### config.mk
export PLATFORM = sky130hd
export DESIGN_NAME = pfl_fastlock_lock
export DESIGN_NICKNAME = d
export VERILOG_FILES = /design/src/pfl_pkg.sv /design/src/pfl_fastlock_lock.sv
export SDC_FILE = /design/constraint.sdc
export NUM_CORES = 1
export LEC_CHECK = 0
export ABC_AREA = 1
export BUFFER_PORTS_ARGS = -buffer_cell sky130_fd_sc_hd__buf_2
export CAP_MARGIN = 10
export CORE_ASPECT_RATIO = 0.7
export CORE_UTILIZATION = 57
export CTS_CLUSTER_DIAMETER = 80
export DETAILED_ROUTE_END_ITERATION = 6
export PLACE_DENSITY = 0.8
export SETUP_SLACK_MARGIN = 0.05
export SYNTH_ARGS = -nofsm -noshare
export SYNTH_HDL_FRONTEND = slang
export SYNTH_SLANG_ARGS = --single-unit
### constraint.sdc
create_clock -name clk -period 2.37 [get_ports clk]
set_input_delay 0.237 -clock clk [delete_from_list [all_inputs] [get_ports clk]]
set_output_delay 0.237 -clock clk [all_outputs]
set_load 0.02 [all_outputs]
### src/pfl_pkg.sv
/*
 Package for the fast-lock, lock-detect and pump-monitor block.
 Assumes a classic Wishbone slave with 32-bit data on a single 200 MHz clock.
*/
// Functional notes
// - Slip factor multiplies R and N while speeding
// - Speedup gain drives pump only while speeding
// - Writing feedback divider starts speedup timer
// - Timer is 11-bit field times 32
// - Timer expiry restores normal gain and divides
// - Below low limit drops combined lock
// - Low flag reads one above low limit
// - Above high limit drops combined lock
// - High flag reads one above high limit
// - Lock after good count with few errors
// - Bad edge limit tolerated before unlock
// - Edge pair inside window is good
// - Window codes 1 to 18 ns, 6-7 reserved
// - Combined lock is edge lock AND pump good
package pfl_pkg;
   localparam logic [7:0]  ADDR_SLIP_CTRL   = 8'h1b;
   localparam logic [7:0]  ADDR_NORM_GAIN   = 8'h1c;
   localparam logic [7:0]  ADDR_FEEDBACK_N  = 8'h10;
   localparam logic [7:0]  ADDR_GAIN_TIMERH = 8'h1d;
   localparam logic [7:0]  ADDR_PUMP_LOW    = 8'h1e;
   localparam logic [7:0]  ADDR_PUMP_HIGH   = 8'h1f;
   localparam logic [7:0]  ADDR_TIMER_LOW   = 8'h20;
   localparam logic [7:0]  ADDR_PASS_COUNT  = 8'h21;
   localparam logic [7:0]  ADDR_ERR_WINDOW  = 8'h22;
   localparam logic [7:0]  ADDR_IRQ_STATUS  = 8'h40;
   localparam logic [7:0]  ADDR_IRQ_MASK    = 8'h41;
   localparam logic [7:0]  ADDR_STATUS      = 8'h42;
   localparam logic [7:0]  RST_SLIP_CTRL    = 8'h00;
   localparam logic [7:0]  RST_GAIN_TIMERH  = 8'h00;
   localparam logic [7:0]  RST_TIMER_LOW    = 8'h00;
   localparam logic [5:0]  RST_LOW_LIMIT    = 6'h0a;
   localparam logic [5:0]  RST_HIGH_LIMIT   = 6'h32;
   localparam logic [7:0]  RST_PASS_COUNT   = 8'hff;
   localparam logic [7:0]  RST_ERR_WINDOW   = 8'h00;
   localparam logic [15:0] TIMER_SCALE      = 16'h0020;
   localparam int          CLK_PS           = 5000;
   localparam logic [2:0]  WIN_RESERVED     = 3'h6;
   localparam int          IRQ_W            = 4;
   localparam int          IRQ_LOCK_GAIN    = 0;
   localparam int          IRQ_LOCK_LOSS    = 1;
   localparam int          IRQ_SPEED_DONE   = 2;
   localparam int          IRQ_PUMP_BAD     = 3;
   typedef enum logic [1:0] {
      PFL_SLIP_OFF = 2'b00,
      PFL_SLIP_X2  = 2'b01,
      PFL_SLIP_X4  = 2'b10,
      PFL_SLIP_RSV = 2'b11
   } pfl_slip_t;
endpackage
### src/pfl_fastlock_lock.sv
/*
 Fast-lock timer, slip reduction select, edge lock detector and pump voltage
 monitor behind a classic Wishbone slave.
 Assumes ref_edge and fb_edge are asynchronous pulses (stretched beyond two
 clocks), edge_gap_ps is a measured phase gap and the comparator levels are
 asynchronous; all pass two flip-flops before use.
*/
`timescale 1ns/1ps
module pfl_fastlock_lock
   import pfl_pkg::*;
(
   // Clock and reset
   input  wire logic        clk,
   input  wire logic        rstn,
   // Wishbone slave
   input  wire logic        wb_cyc_i,
   input  wire logic        wb_stb_i,
   input  wire logic        wb_we_i,
   input  wire logic [9:0]  wb_adr_i,
   input  wire logic [3:0]  wb_sel_i,
   input  wire logic [31:0] wb_dat_i,
   output logic      [31:0] wb_dat_o,
   output logic             wb_ack_o,
   // Loop edges and measurement
   input  wire logic        ref_edge,
   input  wire logic        fb_edge,
   input  wire logic [15:0] edge_gap_ps,
   input  wire logic        ramp_speedup_active,
   // Pump comparators
   input  wire logic        pump_below_low,
   input  wire logic        pump_above_high,
   // Outputs to the loop
   output logic      [4:0]  pump_gain,
   output logic      [1:0]  slip_reduction,
   output logic             speedup_active,
   output logic             edge_lock_detect,
   output logic             combined_lock_indication,
   output logic             irq
);
   logic [7:0]  slip_ctrl;
   logic [4:0]  normal_pump_gain;
   logic [7:0]  gain_timer_high;
   logic [7:0]  timer_low;
   logic [5:0]  pump_volt_low_limit;
   logic [5:0]  pump_volt_high_limit;
   logic [7:0]  lock_good_edge_count;
   logic [7:0]  lock_error_window;
   logic [IRQ_W-1:0] irq_status;
   logic [IRQ_W-1:0] irq_mask;
   logic [2:0]  ref_sync;
   logic [2:0]  fb_sync;
   logic [1:0]  low_sync;
   logic [1:0]  high_sync;
   logic [15:0] gap_meta;
   logic [15:0] gap;
   logic [15:0] speedup_cnt;
   logic [7:0]  good_cnt;
   logic [4:0]  bad_cnt;
   logic        ref_rise;
   logic        fb_rise;
   logic        wr;
   logic        rd_fb_n_write;
   logic [7:0]  idx;
   logic [10:0] speedup_timer_count;
   logic [15:0] win_ps;
   logic        pump_ok;
   logic        speeding;
   logic        lock_prev;
   logic        speed_prev;
   logic [IRQ_W-1:0] events;
   logic [31:0] next_rdata;

   assign idx = wb_adr_i[9:2];
   // A write lands on the edge where the master samples ack high, never earlier
   assign wr  = wb_cyc_i && wb_stb_i && wb_we_i && wb_ack_o && wb_sel_i[0];
   assign rd_fb_n_write = wr && (idx == ADDR_FEEDBACK_N);
   assign speedup_timer_count = {gain_timer_high[7:5], timer_low};
   assign ref_rise = ref_sync[1] && !ref_sync[2];
   assign fb_rise  = fb_sync[1] && !fb_sync[2];
   assign pump_ok  = !low_sync[1] && !high_sync[1];

   // Synchronisers; stage 0 feeds only stage 1
   always_ff @(posedge clk or negedge rstn) begin
      if (!rstn) begin
         ref_sync  <= 3'h0;
         fb_sync   <= 3'h0;
         low_sync  <= 2'h0;
         high_sync <= 2'h0;
         gap_meta  <= 16'h0000;
         gap       <= 16'h0000;
      end else begin
         ref_sync  <= {ref_sync[1:0], ref_edge};
         fb_sync   <= {fb_sync[1:0], fb_edge};
         low_sync  <= {low_sync[0], pump_below_low};
         high_sync <= {high_sync[0], pump_above_high};
         gap_meta  <= edge_gap_ps;
         gap       <= gap_meta;
      end
   end

   // Configuration registers
   always_ff @(posedge clk or negedge rstn) begin
      if (!rstn) begin
         slip_ctrl            <= RST_SLIP_CTRL;
         normal_pump_gain     <= 5'h00;
         gain_timer_high      <= RST_GAIN_TIMERH;
         timer_low            <= RST_TIMER_LOW;
         pump_volt_low_limit  <= RST_LOW_LIMIT;
         pump_volt_high_limit <= RST_HIGH_LIMIT;
         lock_good_edge_count <= RST_PASS_COUNT;
         lock_error_window    <= RST_ERR_WINDOW;
         irq_mask             <= '0;
      end else if (wr) begin
         unique case (idx)
            ADDR_SLIP_CTRL:   slip_ctrl            <= wb_dat_i[7:0];
            ADDR_NORM_GAIN:   normal_pump_gain     <= wb_dat_i[4:0];
            ADDR_GAIN_TIMERH: gain_timer_high      <= wb_dat_i[7:0];
            ADDR_PUMP_LOW:    pump_volt_low_limit  <= wb_dat_i[5:0];
            ADDR_PUMP_HIGH:   pump_volt_high_limit <= wb_dat_i[5:0];
            ADDR_TIMER_LOW:   timer_low            <= wb_dat_i[7:0];
            ADDR_PASS_COUNT:  lock_good_edge_count <= wb_dat_i[7:0];
            ADDR_ERR_WINDOW:  lock_error_window    <= wb_dat_i[7:0];
            ADDR_IRQ_MASK:    irq_mask             <= wb_dat_i[IRQ_W-1:0];
            default: ;
         endcase
      end
   end

   // Speedup timer, one step per reference edge
   always_ff @(posedge clk or negedge rstn) begin
      if (!rstn) begin
         speedup_cnt <= 16'h0000;
      end else if (rd_fb_n_write) begin
         // Zero field leaves the timer idle
         speedup_cnt <= 16'({5'h00, speedup_timer_count} * TIMER_SCALE);
      end else if (ref_rise && speedup_cnt != 16'h0000) begin
         speedup_cnt <= speedup_cnt - 16'h0001;
      end
   end

   assign speeding = (speedup_cnt != 16'h0000) || ramp_speedup_active;

   // Gain and slip outputs; reserved factor is treated as off
   always_ff @(posedge clk or negedge rstn) begin
      if (!rstn) begin
         pump_gain      <= 5'h00;
         slip_reduction <= PFL_SLIP_OFF;
         speedup_active <= 1'b0;
      end else begin
         speedup_active <= speeding;
         pump_gain      <= speeding ? gain_timer_high[4:0] : normal_pump_gain;
         if (speeding && slip_ctrl[6:5] != PFL_SLIP_RSV) begin
            slip_reduction <= slip_ctrl[6:5];
         end else begin
            slip_reduction <= PFL_SLIP_OFF;
         end
      end
   end

   // Window lookup in picoseconds; reserved codes give no good edges
   always_comb begin
      unique case (lock_error_window[7:5])
         3'h0:    win_ps = 16'd1000;
         3'h1:    win_ps = 16'd1700;
         3'h2:    win_ps = 16'd3000;
         3'h3:    win_ps = 16'd6000;
         3'h4:    win_ps = 16'd10000;
         3'h5:    win_ps = 16'd18000;
         default: win_ps = 16'd0;
      endcase
   end

   // Edge lock detector, judged at each feedback edge
   always_ff @(posedge clk or negedge rstn) begin
      if (!rstn) begin
         good_cnt         <= 8'h00;
         bad_cnt          <= 5'h00;
         edge_lock_detect <= 1'b0;
      end else if (fb_rise) begin
         if (gap < win_ps) begin
            if (good_cnt >= lock_good_edge_count) begin
               edge_lock_detect <= 1'b1;
               bad_cnt          <= 5'h00;
            end else begin
               good_cnt <= good_cnt + 8'h01;
            end
         end else if (bad_cnt >= lock_error_window[4:0]) begin
            edge_lock_detect <= 1'b0;
            good_cnt         <= 8'h00;
            bad_cnt          <= 5'h00;
         end else begin
            bad_cnt <= bad_cnt + 5'h01;
         end
      end
   end

   // Combined lock
   always_ff @(posedge clk or negedge rstn) begin
      if (!rstn) begin
         combined_lock_indication <= 1'b0;
      end else begin
         combined_lock_indication <= edge_lock_detect && pump_ok;
      end
   end

   // Interrupt events; set beats write-one-to-clear
   assign events[IRQ_LOCK_GAIN]  = edge_lock_detect && !lock_prev;
   assign events[IRQ_LOCK_LOSS]  = !edge_lock_detect && lock_prev;
   assign events[IRQ_SPEED_DONE] = !speeding && speed_prev;
   assign events[IRQ_PUMP_BAD]   = !pump_ok;

   always_ff @(posedge clk or negedge rstn) begin
      if (!rstn) begin
         lock_prev  <= 1'b0;
         speed_prev <= 1'b0;
         irq_status <= '0;
         irq        <= 1'b0;
      end else begin
         lock_prev  <= edge_lock_detect;
         speed_prev <= speeding;
         if (wr && idx == ADDR_IRQ_STATUS) begin
            irq_status <= (irq_status & ~wb_dat_i[IRQ_W-1:0]) | events;
         end else begin
            irq_status <= irq_status | events;
         end
         irq <= |(irq_status & irq_mask);
      end
   end

   // Read mux; unmapped reads return zero
   always_comb begin
      next_rdata = 32'h0000_0000;
      unique case (idx)
         ADDR_SLIP_CTRL:   next_rdata[7:0] = slip_ctrl;
         ADDR_NORM_GAIN:   next_rdata[4:0] = normal_pump_gain;
         ADDR_GAIN_TIMERH: next_rdata[7:0] = gain_timer_high;
         ADDR_PUMP_LOW:    next_rdata[7:0] = {1'b0, !low_sync[1], pump_volt_low_limit};
         ADDR_PUMP_HIGH:   next_rdata[7:0] = {1'b0, high_sync[1], pump_volt_high_limit};
         ADDR_TIMER_LOW:   next_rdata[7:0] = timer_low;
         ADDR_PASS_COUNT:  next_rdata[7:0] = lock_good_edge_count;
         ADDR_ERR_WINDOW:  next_rdata[7:0] = lock_error_window;
         ADDR_IRQ_STATUS:  next_rdata[IRQ_W-1:0] = irq_status;
         ADDR_IRQ_MASK:    next_rdata[IRQ_W-1:0] = irq_mask;
         ADDR_STATUS:      next_rdata[3:0] = {pump_ok, speeding, combined_lock_indication,
                                              edge_lock_detect};
         default: ;
      endcase
   end

   // One wait state: ack one cycle after the request, dropped the next
   always_ff @(posedge clk or negedge rstn) begin
      if (!rstn) begin
         wb_ack_o <= 1'b0;
         wb_dat_o <= 32'h0000_0000;
      end else begin
         wb_ack_o <= wb_cyc_i && wb_stb_i && !wb_ack_o;
         wb_dat_o <= next_rdata;
      end
   end
endmodule

Word-level counts from Yosys, hierarchy flattened
Cells that the tools add are included.
{"block": "totals", "ff_bits": 157, "input_bits": 72, "out_inout_bits": 44, "word_cells": 120}
{"block": "op_classes", "add_sub_neg": 3, "order_cmp": 3, "eq_ne": 20, "muxes": 18, "bitwise_logic": 5, "n_reduce_logical": 43}
{"op": "$pmux W15 S6", "n": 1}
{"op": "$eq A8 B5 Y1 const B", "n": 6}
{"op": "$pmux W4 S11", "n": 1}
{"op": "$mux W16", "n": 2}
{"op": "$eq A8 B6 Y1 const B", "n": 3}
{"op": "$eq A8 B7 Y1 const B", "n": 3}
{"op": "$mux W8", "n": 3}
{"op": "$pmux W3 S7", "n": 1}
{"op": "$mux W5", "n": 4}
{"op": "$reduce_and A2 Y1", "n": 10}
{"op": "$logic_and A1 B1 Y1", "n": 16}
{"op": "$lt A16 B16 Y1", "n": 1}
{"op": "$reduce_bool A16 Y1", "n": 1}
{"op": "$sub A16 B1 Y16 const B", "n": 1}
{"op": "$logic_not A1 Y1", "n": 9}
{"op": "$add A8 B1 Y8 const B", "n": 1}
{"op": "$and A4 B4 Y4", "n": 2}
{"op": "$ge A8 B8 Y1", "n": 1}
{"op": "$or A4 B4 Y4", "n": 2}
{"op": "$pmux W1 S8", "n": 1}
{"op": "$eq A3 B2 Y1 const B", "n": 2}
{"op": "$eq A3 B3 Y1 const B", "n": 2}
{"op": "$reduce_and A3 Y1", "n": 2}
{"op": "$add A5 B1 Y5 const B", "n": 1}
{"op": "12 further kinds", "n": 16}

Logic depth before layout (Yosys ltp)
{"block": "depth", "ltp_word": 6, "ltp_mapped": 18, "mapped_depth_nobuf": 17}

Worst setup path before layout
No wires, ideal clock.
{"block": "synth_path", "path_kind": "reg-to-reg", "startpoint": "register lock_error_window[7]", "endpoint": "register bad_cnt[0]", "setup_ns": 0.128, "arrival_ns": 1.968, "required_time_ns": 2.242, "path_slack_ns": 0.275, "stages_incl_launch_ff": 14, "path_buffers": 2, "synth_period_minus_slack_ns": 2.095, "path_cell_list": "dfrtp_1 clkbuf_2 nor2_1 inv_1 nor2_1 inv_1 ha_1 a21oi_1 o21ai_0 a21oi_1 nand2_1 buf_4 nand3b_1 o21ai_0"}
{"block": "synth_between", "elab_chain_cells": 5, "elab_cells_between_ends": 11, "cone_classes": "order compare (1); eq/ne (6); mux (2); reduce/logical (2)"}
{"item": "from (decl)", "line_no": "pfl_fastlock_lock.sv:47", "text": "logic [7:0] lock_error_window;"}
{"item": "from (signal assigned)", "line_no": "pfl_fastlock_lock.sv:122", "text": "ADDR_ERR_WINDOW: lock_error_window <= wb_dat_i[7:0];"}
{"item": "$eq A3 B3 Y1, or another cell as far along", "line_no": "pfl_fastlock_lock.sv:162", "text": "unique case (lock_error_window[7:5])"}
{"item": "$pmux W15 S6 (*)", "line_no": "pfl_fastlock_lock.sv:162"}
{"item": "$lt A16 B16 Y1 (*)", "line_no": "pfl_fastlock_lock.sv:180", "text": "if (gap < win_ps) begin"}
{"item": "$ne A2 B1 Y1 (no source line)"}
{"item": "$reduce_and A2 Y1 (no source line)"}
{"item": "to (signal assigned)", "line_no": "pfl_fastlock_lock.sv:192", "text": "bad_cnt <= bad_cnt + 5'h01;"}
{"item": "to (decl)", "line_no": "pfl_fastlock_lock.sv:58", "text": "logic [4:0] bad_cnt;"}
Mark *: on every way between the ends. The rest lies on a longest branch, timed or not.
A chain may end at the register's enable or synchronous reset.

Worst setup path after layout
{"block": "layout_path", "startpoint": "register lock_error_window[7]", "endpoint": "register bad_cnt[1]"}
Same word-level chain as after synthesis.

==> impl_metrics.csv <==
group,metric,value,unit
routing,avgViaCountPerCell,5.379,
routing,drtIter0Drc,505,
worst_setup_path,required,2670,ps
sta,fmax,424.5,MHz
sta,skew,9.700,ps
power,p_switching,0.001813,W
placement,hpwl,11.39,mm
routing,ant_nets,0,
routing,wirelength,17.12,mm
sta,relSlewSlack,0.5053,
yosys,synth_top_area_share,0.4859,
clocking,cts_sinks,153,
finish,fin_cells,1103,
power,comb_power_share,0.127,
finish,syn_to_final_growth,21.24,%
routing,routedWlPerCell,15.52,um
clocking,insertion_delay,420,ps
yosys,yosysWarnings,0,
yosys,synthDistinctLibCells,42,
worst_setup_path,endpoint,"bad_cnt[1]$_DFFE_PN0P_",
sta,period_needed,2355,ps
sta,period_share,0.9939,
sta,slew_violations,0,
worst_setup_path,worstReg2RegStart,"lock_error_window[7]$_DFFE_PN0P_",
yosys,ys_ff_latch,153,
placement,dp_cells,1047,
worst_setup_path,critPathLaunchType,"flip-flop",
worst_setup_path,r2r-end,"bad_cnt[1]$_DFFE_PN0P_",
worst_setup_path,worstPathArrival,2660,ps
sta,rsz0062_at_grt,"true",
power,netSwitchingFraction,0.2837,
yosys,netlist_instances,823,
power,p_total,0.006391,W
worst_setup_path,cp-end-kind,"flip-flop",
min_path,hold-path-cell-count,3,
global_routing,grt_overflow,0,
finish,final_nets,1033,
worst_setup_path,ff2ff_path_depth,16,
worst_setup_path,startpoint,"lock_error_window[7]$_DFFE_PN0P_",
run_status,status,"finished clean",
finish,num_antenna_cells,0,
floorplan,die_h,96.10,um
power,clkPwrFrac,0.416,
global_routing,grt_max_degree,57,
power,p_int,0.004577,W
clocking,cts_tree,"yes",
power,powerDensity,731.0,mW/mm2
floorplan,fp.dieArea,0.01311,mm2
worst_setup_path,crit_type,"flip-flop to flip-flop",
global_routing,antenna_found_initial,0,
global_routing,first_global_vias,5434,
floorplan,fp-row-count,33,
yosys,yosys.area.top_type,"dfrtp_1",
clocking,clk_path_buf_depth,2,
global_routing,grt_first_pass_wirelength,26.83,mm
placement,gp_congestion,0.8832,
power,ir_drop,0.0006130,V
worst_setup_path,cp_max_fo,6,
global_routing,grt.total_usage,0.2737,
floorplan,die_x,136.4,um
sta,timing.hold.ws,24.98,ps
sta,finalSetupViolCount,0,
clocking,numCtsBuffers,17,
floorplan,initial_core_util,0.6001,
yosys,yosysSeqAreaShare,0.5332,
placement,portBuffers,60,
routing,drc,0,
sta,tightest_slew,732.7,ps
routing,first_pass_iters,7,
floorplan,coreArea,0.01202,mm2
flow_run,cap_violations,0,
routing,vias,5933,
clocking,cts_root_buf,"clkbuf_16",
floorplan,io_pins,116,
min_path,hp-class,"input pin to flip-flop",
finish,drive_gt1_frac,0.2030,
yosys,ys_top_cells_by_area,"dfrtp_1 49%, nand2_1 11%, o21ai_0 6.7%",
sta,finalHoldViolCount,0,
clocking,htree_levels,4,
worst_setup_path,ff2ff_setup_slack,10,ps
yosys,syn_area_per_cell,8.761,um2
clocking,cts.clk_slew.worst_paths,60,ps
power,sequentialPowerShare,0.456,
yosys,syn_area,0.007211,mm2
power,power_leakage,4.238,nW
## metal layers
| layer | vias to the layer above | share of wire | global-route usage |
|---|---|---|---|
| met2 | 249 | 0.45 | 0.4196 |
| met5 | - | 0 | 0 |
| li1 | 2844 | - | - |
| met1 | 2824 | 0.47 | 0.3897 |
| met3 | 16 | 0.075 | 0.07162 |
| met4 | 0 | 0.0093 | 0.06574 |
## Yosys cell counts (all sizes together)
library cell  number
nand4             12
o221ai             2
o311ai             1
buf               30
a211oi             1
a22o               4
xor2              10
inv              102
xnor2              4
o22ai             10
nand3             35
a22oi              3
nor4               2
o211ai             3
a21o               1
conb               1
nor3              13
nand2            214
o21ai             98
ha                28
nor2              58
o2111a             1
clkbuf             6
nor3b              3
nand3b             1
dfstp             13
clkinv             1
a21oi             25
dfrtp            140
o21a               1
## what timing repair did
item,4_1_cts,5_1_grt
pin swaps,0,34
resized for setup,4,59
hold buffers,19,0
endpoints found under the hold margin,71,0
buffers inserted,0,5
endpoints found under the setup margin,13,21
## sequential cells by signal (all words and copies together) (netlist names), 2 cells and up
signal,count
pump_volt_high_limit,6
gain_timer_high,8
low_sync,2
pump_gain,5
pump_volt_low_limit,6
irq_status,4
lock_good_edge_count,8
speedup_cnt,16
gap_meta,14
slip_reduction,2
bad_cnt,5
fb_sync,3
normal_pump_gain,5
slip_ctrl,8
timer_low,8
wb_dat_o,8
lock_error_window,8
high_sync,2
ref_sync,3
gap,14
irq_mask,4
good_cnt,8
## stage by stage
stage	utilization	setup slack (ps)	area [um2]	setup TNS, ps
2_1_floorplan	-	274.5	7297	0
3_3_place_gp	0.6420	58.94	7714	0
3_5_place_dp	0.6420	12.39	7714	0
4_1_cts	0.7068	50.61	8492	0
5_1_grt	0.7276	-143.5	8742	-1278
6_report	0.7276	14.55	8742	0
## final cells by class
type / count / area (um2)
tap: 157 / 196.4
sequential: 153 / 3845
clock buffer: 18 / 439.2
fill: 870 / 3273
multi-input combinational: 554 / 3018
timing repair buffer: 104 / 719.4
inverter: 103 / 387.9
clock inverter: 14 / 136.4
## power by group through the flow
| stage | clock, W | combinational [W] | sequential (W) |
|---|---|---|---|
| after global placement | 0 | 0.000733 | 0.00295 |
| after CTS | 0.00268 | 0.000781 | 0.00291 |
| final | 0.00266 | 0.000815 | 0.00291 |
| after floorplan | 0 | 0.000555 | 0.00293 |
| after detailed placement | 0 | 0.000751 | 0.00295 |
| after global routing | 0.00280 | 0.000924 | 0.00294 |
## cells in the final DEF (no fill, tap or decap), types with 2 or more instances in the layout
cell type / netlist / final
a21oi_2: 0 / 5
nor3_2: 1 / 5
inv_2: 6 / 10
buf_2: 3 / 59
nand4_1: 11 / 11
nor3_1: 11 / 7
nand2_4: 0 / 3
ha_1: 28 / 26
nor3b_1: 3 / 3
xnor2_1: 4 / 4
inv_1: 96 / 92
nor2_2: 1 / 7
clkinv_2: 1 / 2
nand2_1: 209 / 197
o21ai_1: 1 / 7
o221ai_1: 2 / 2
a22o_1: 4 / 4
a21oi_1: 25 / 20
a22oi_1: 3 / 3
dfrtp_1: 140 / 140
dlygate4sd3_1: 0 / 19
o22ai_1: 10 / 10
nand3_1: 33 / 25
o21ai_0: 97 / 91
nor2_1: 56 / 49
buf_4: 25 / 18
conb_1: 1 / 24
dfstp_2: 13 / 13
buf_6: 2 / 7
inv_6: 0 / 5
nand3_2: 2 / 9
xor2_1: 10 / 10
clkbuf_16: 0 / 17
o211ai_1: 3 / 3
ha_4: 0 / 2
nor2_4: 1 / 2
nand2_2: 5 / 14
clkinvlp_4: 0 / 5
## worst max-delay path, stage by stage (launching register included)
cell      delay, ps
dfrtp_1         430
nor2_2          180
inv_2            60
nor2_2          110
inv_2            60
nand2_2          70
nor2_4           40
ha_4            150
a21oi_2         150
nor2_2           70
nor3_2          210
nand2_2         100
nand2_4         110
nand2_4          80
buf_6           130
nand3b_1        170
o21ai_1         100
## worst min path at each step
| stage | from | to | slack, ps |
|---|---|---|---|
| floorplan | rstn | bad_cnt[0]$_DFFE_PN0P_ | -60 |
| global placement | rstn | pump_gain[0]$_DFF_PN0_ | 230 |
| detailed placement | rstn | pump_gain[0]$_DFF_PN0_ | 230 |
| CTS | ramp_speedup_active | speed_prev$_DFF_PN0_ | 20 |
| global route | ramp_speedup_active | speed_prev$_DFF_PN0_ | 30 |
| finish | ramp_speedup_active | speed_prev$_DFF_PN0_ | 20 |
## cell families after synthesis
| family | after synthesis | share of synthesized area |
|---|---|---|
| compound gates | 150 | 0.1135 |
| fa+ha+maj | 28 | 0.04859 |
| xor+xnor | 14 | 0.01700 |
| flops | 153 | 0.5332 |
| simple gates | 338 | 0.1989 |
| buf+inv | 139 | 0.08832 |
| other cells | 1 | 0.0005201 |
Power figures use the tool's default switching activity.
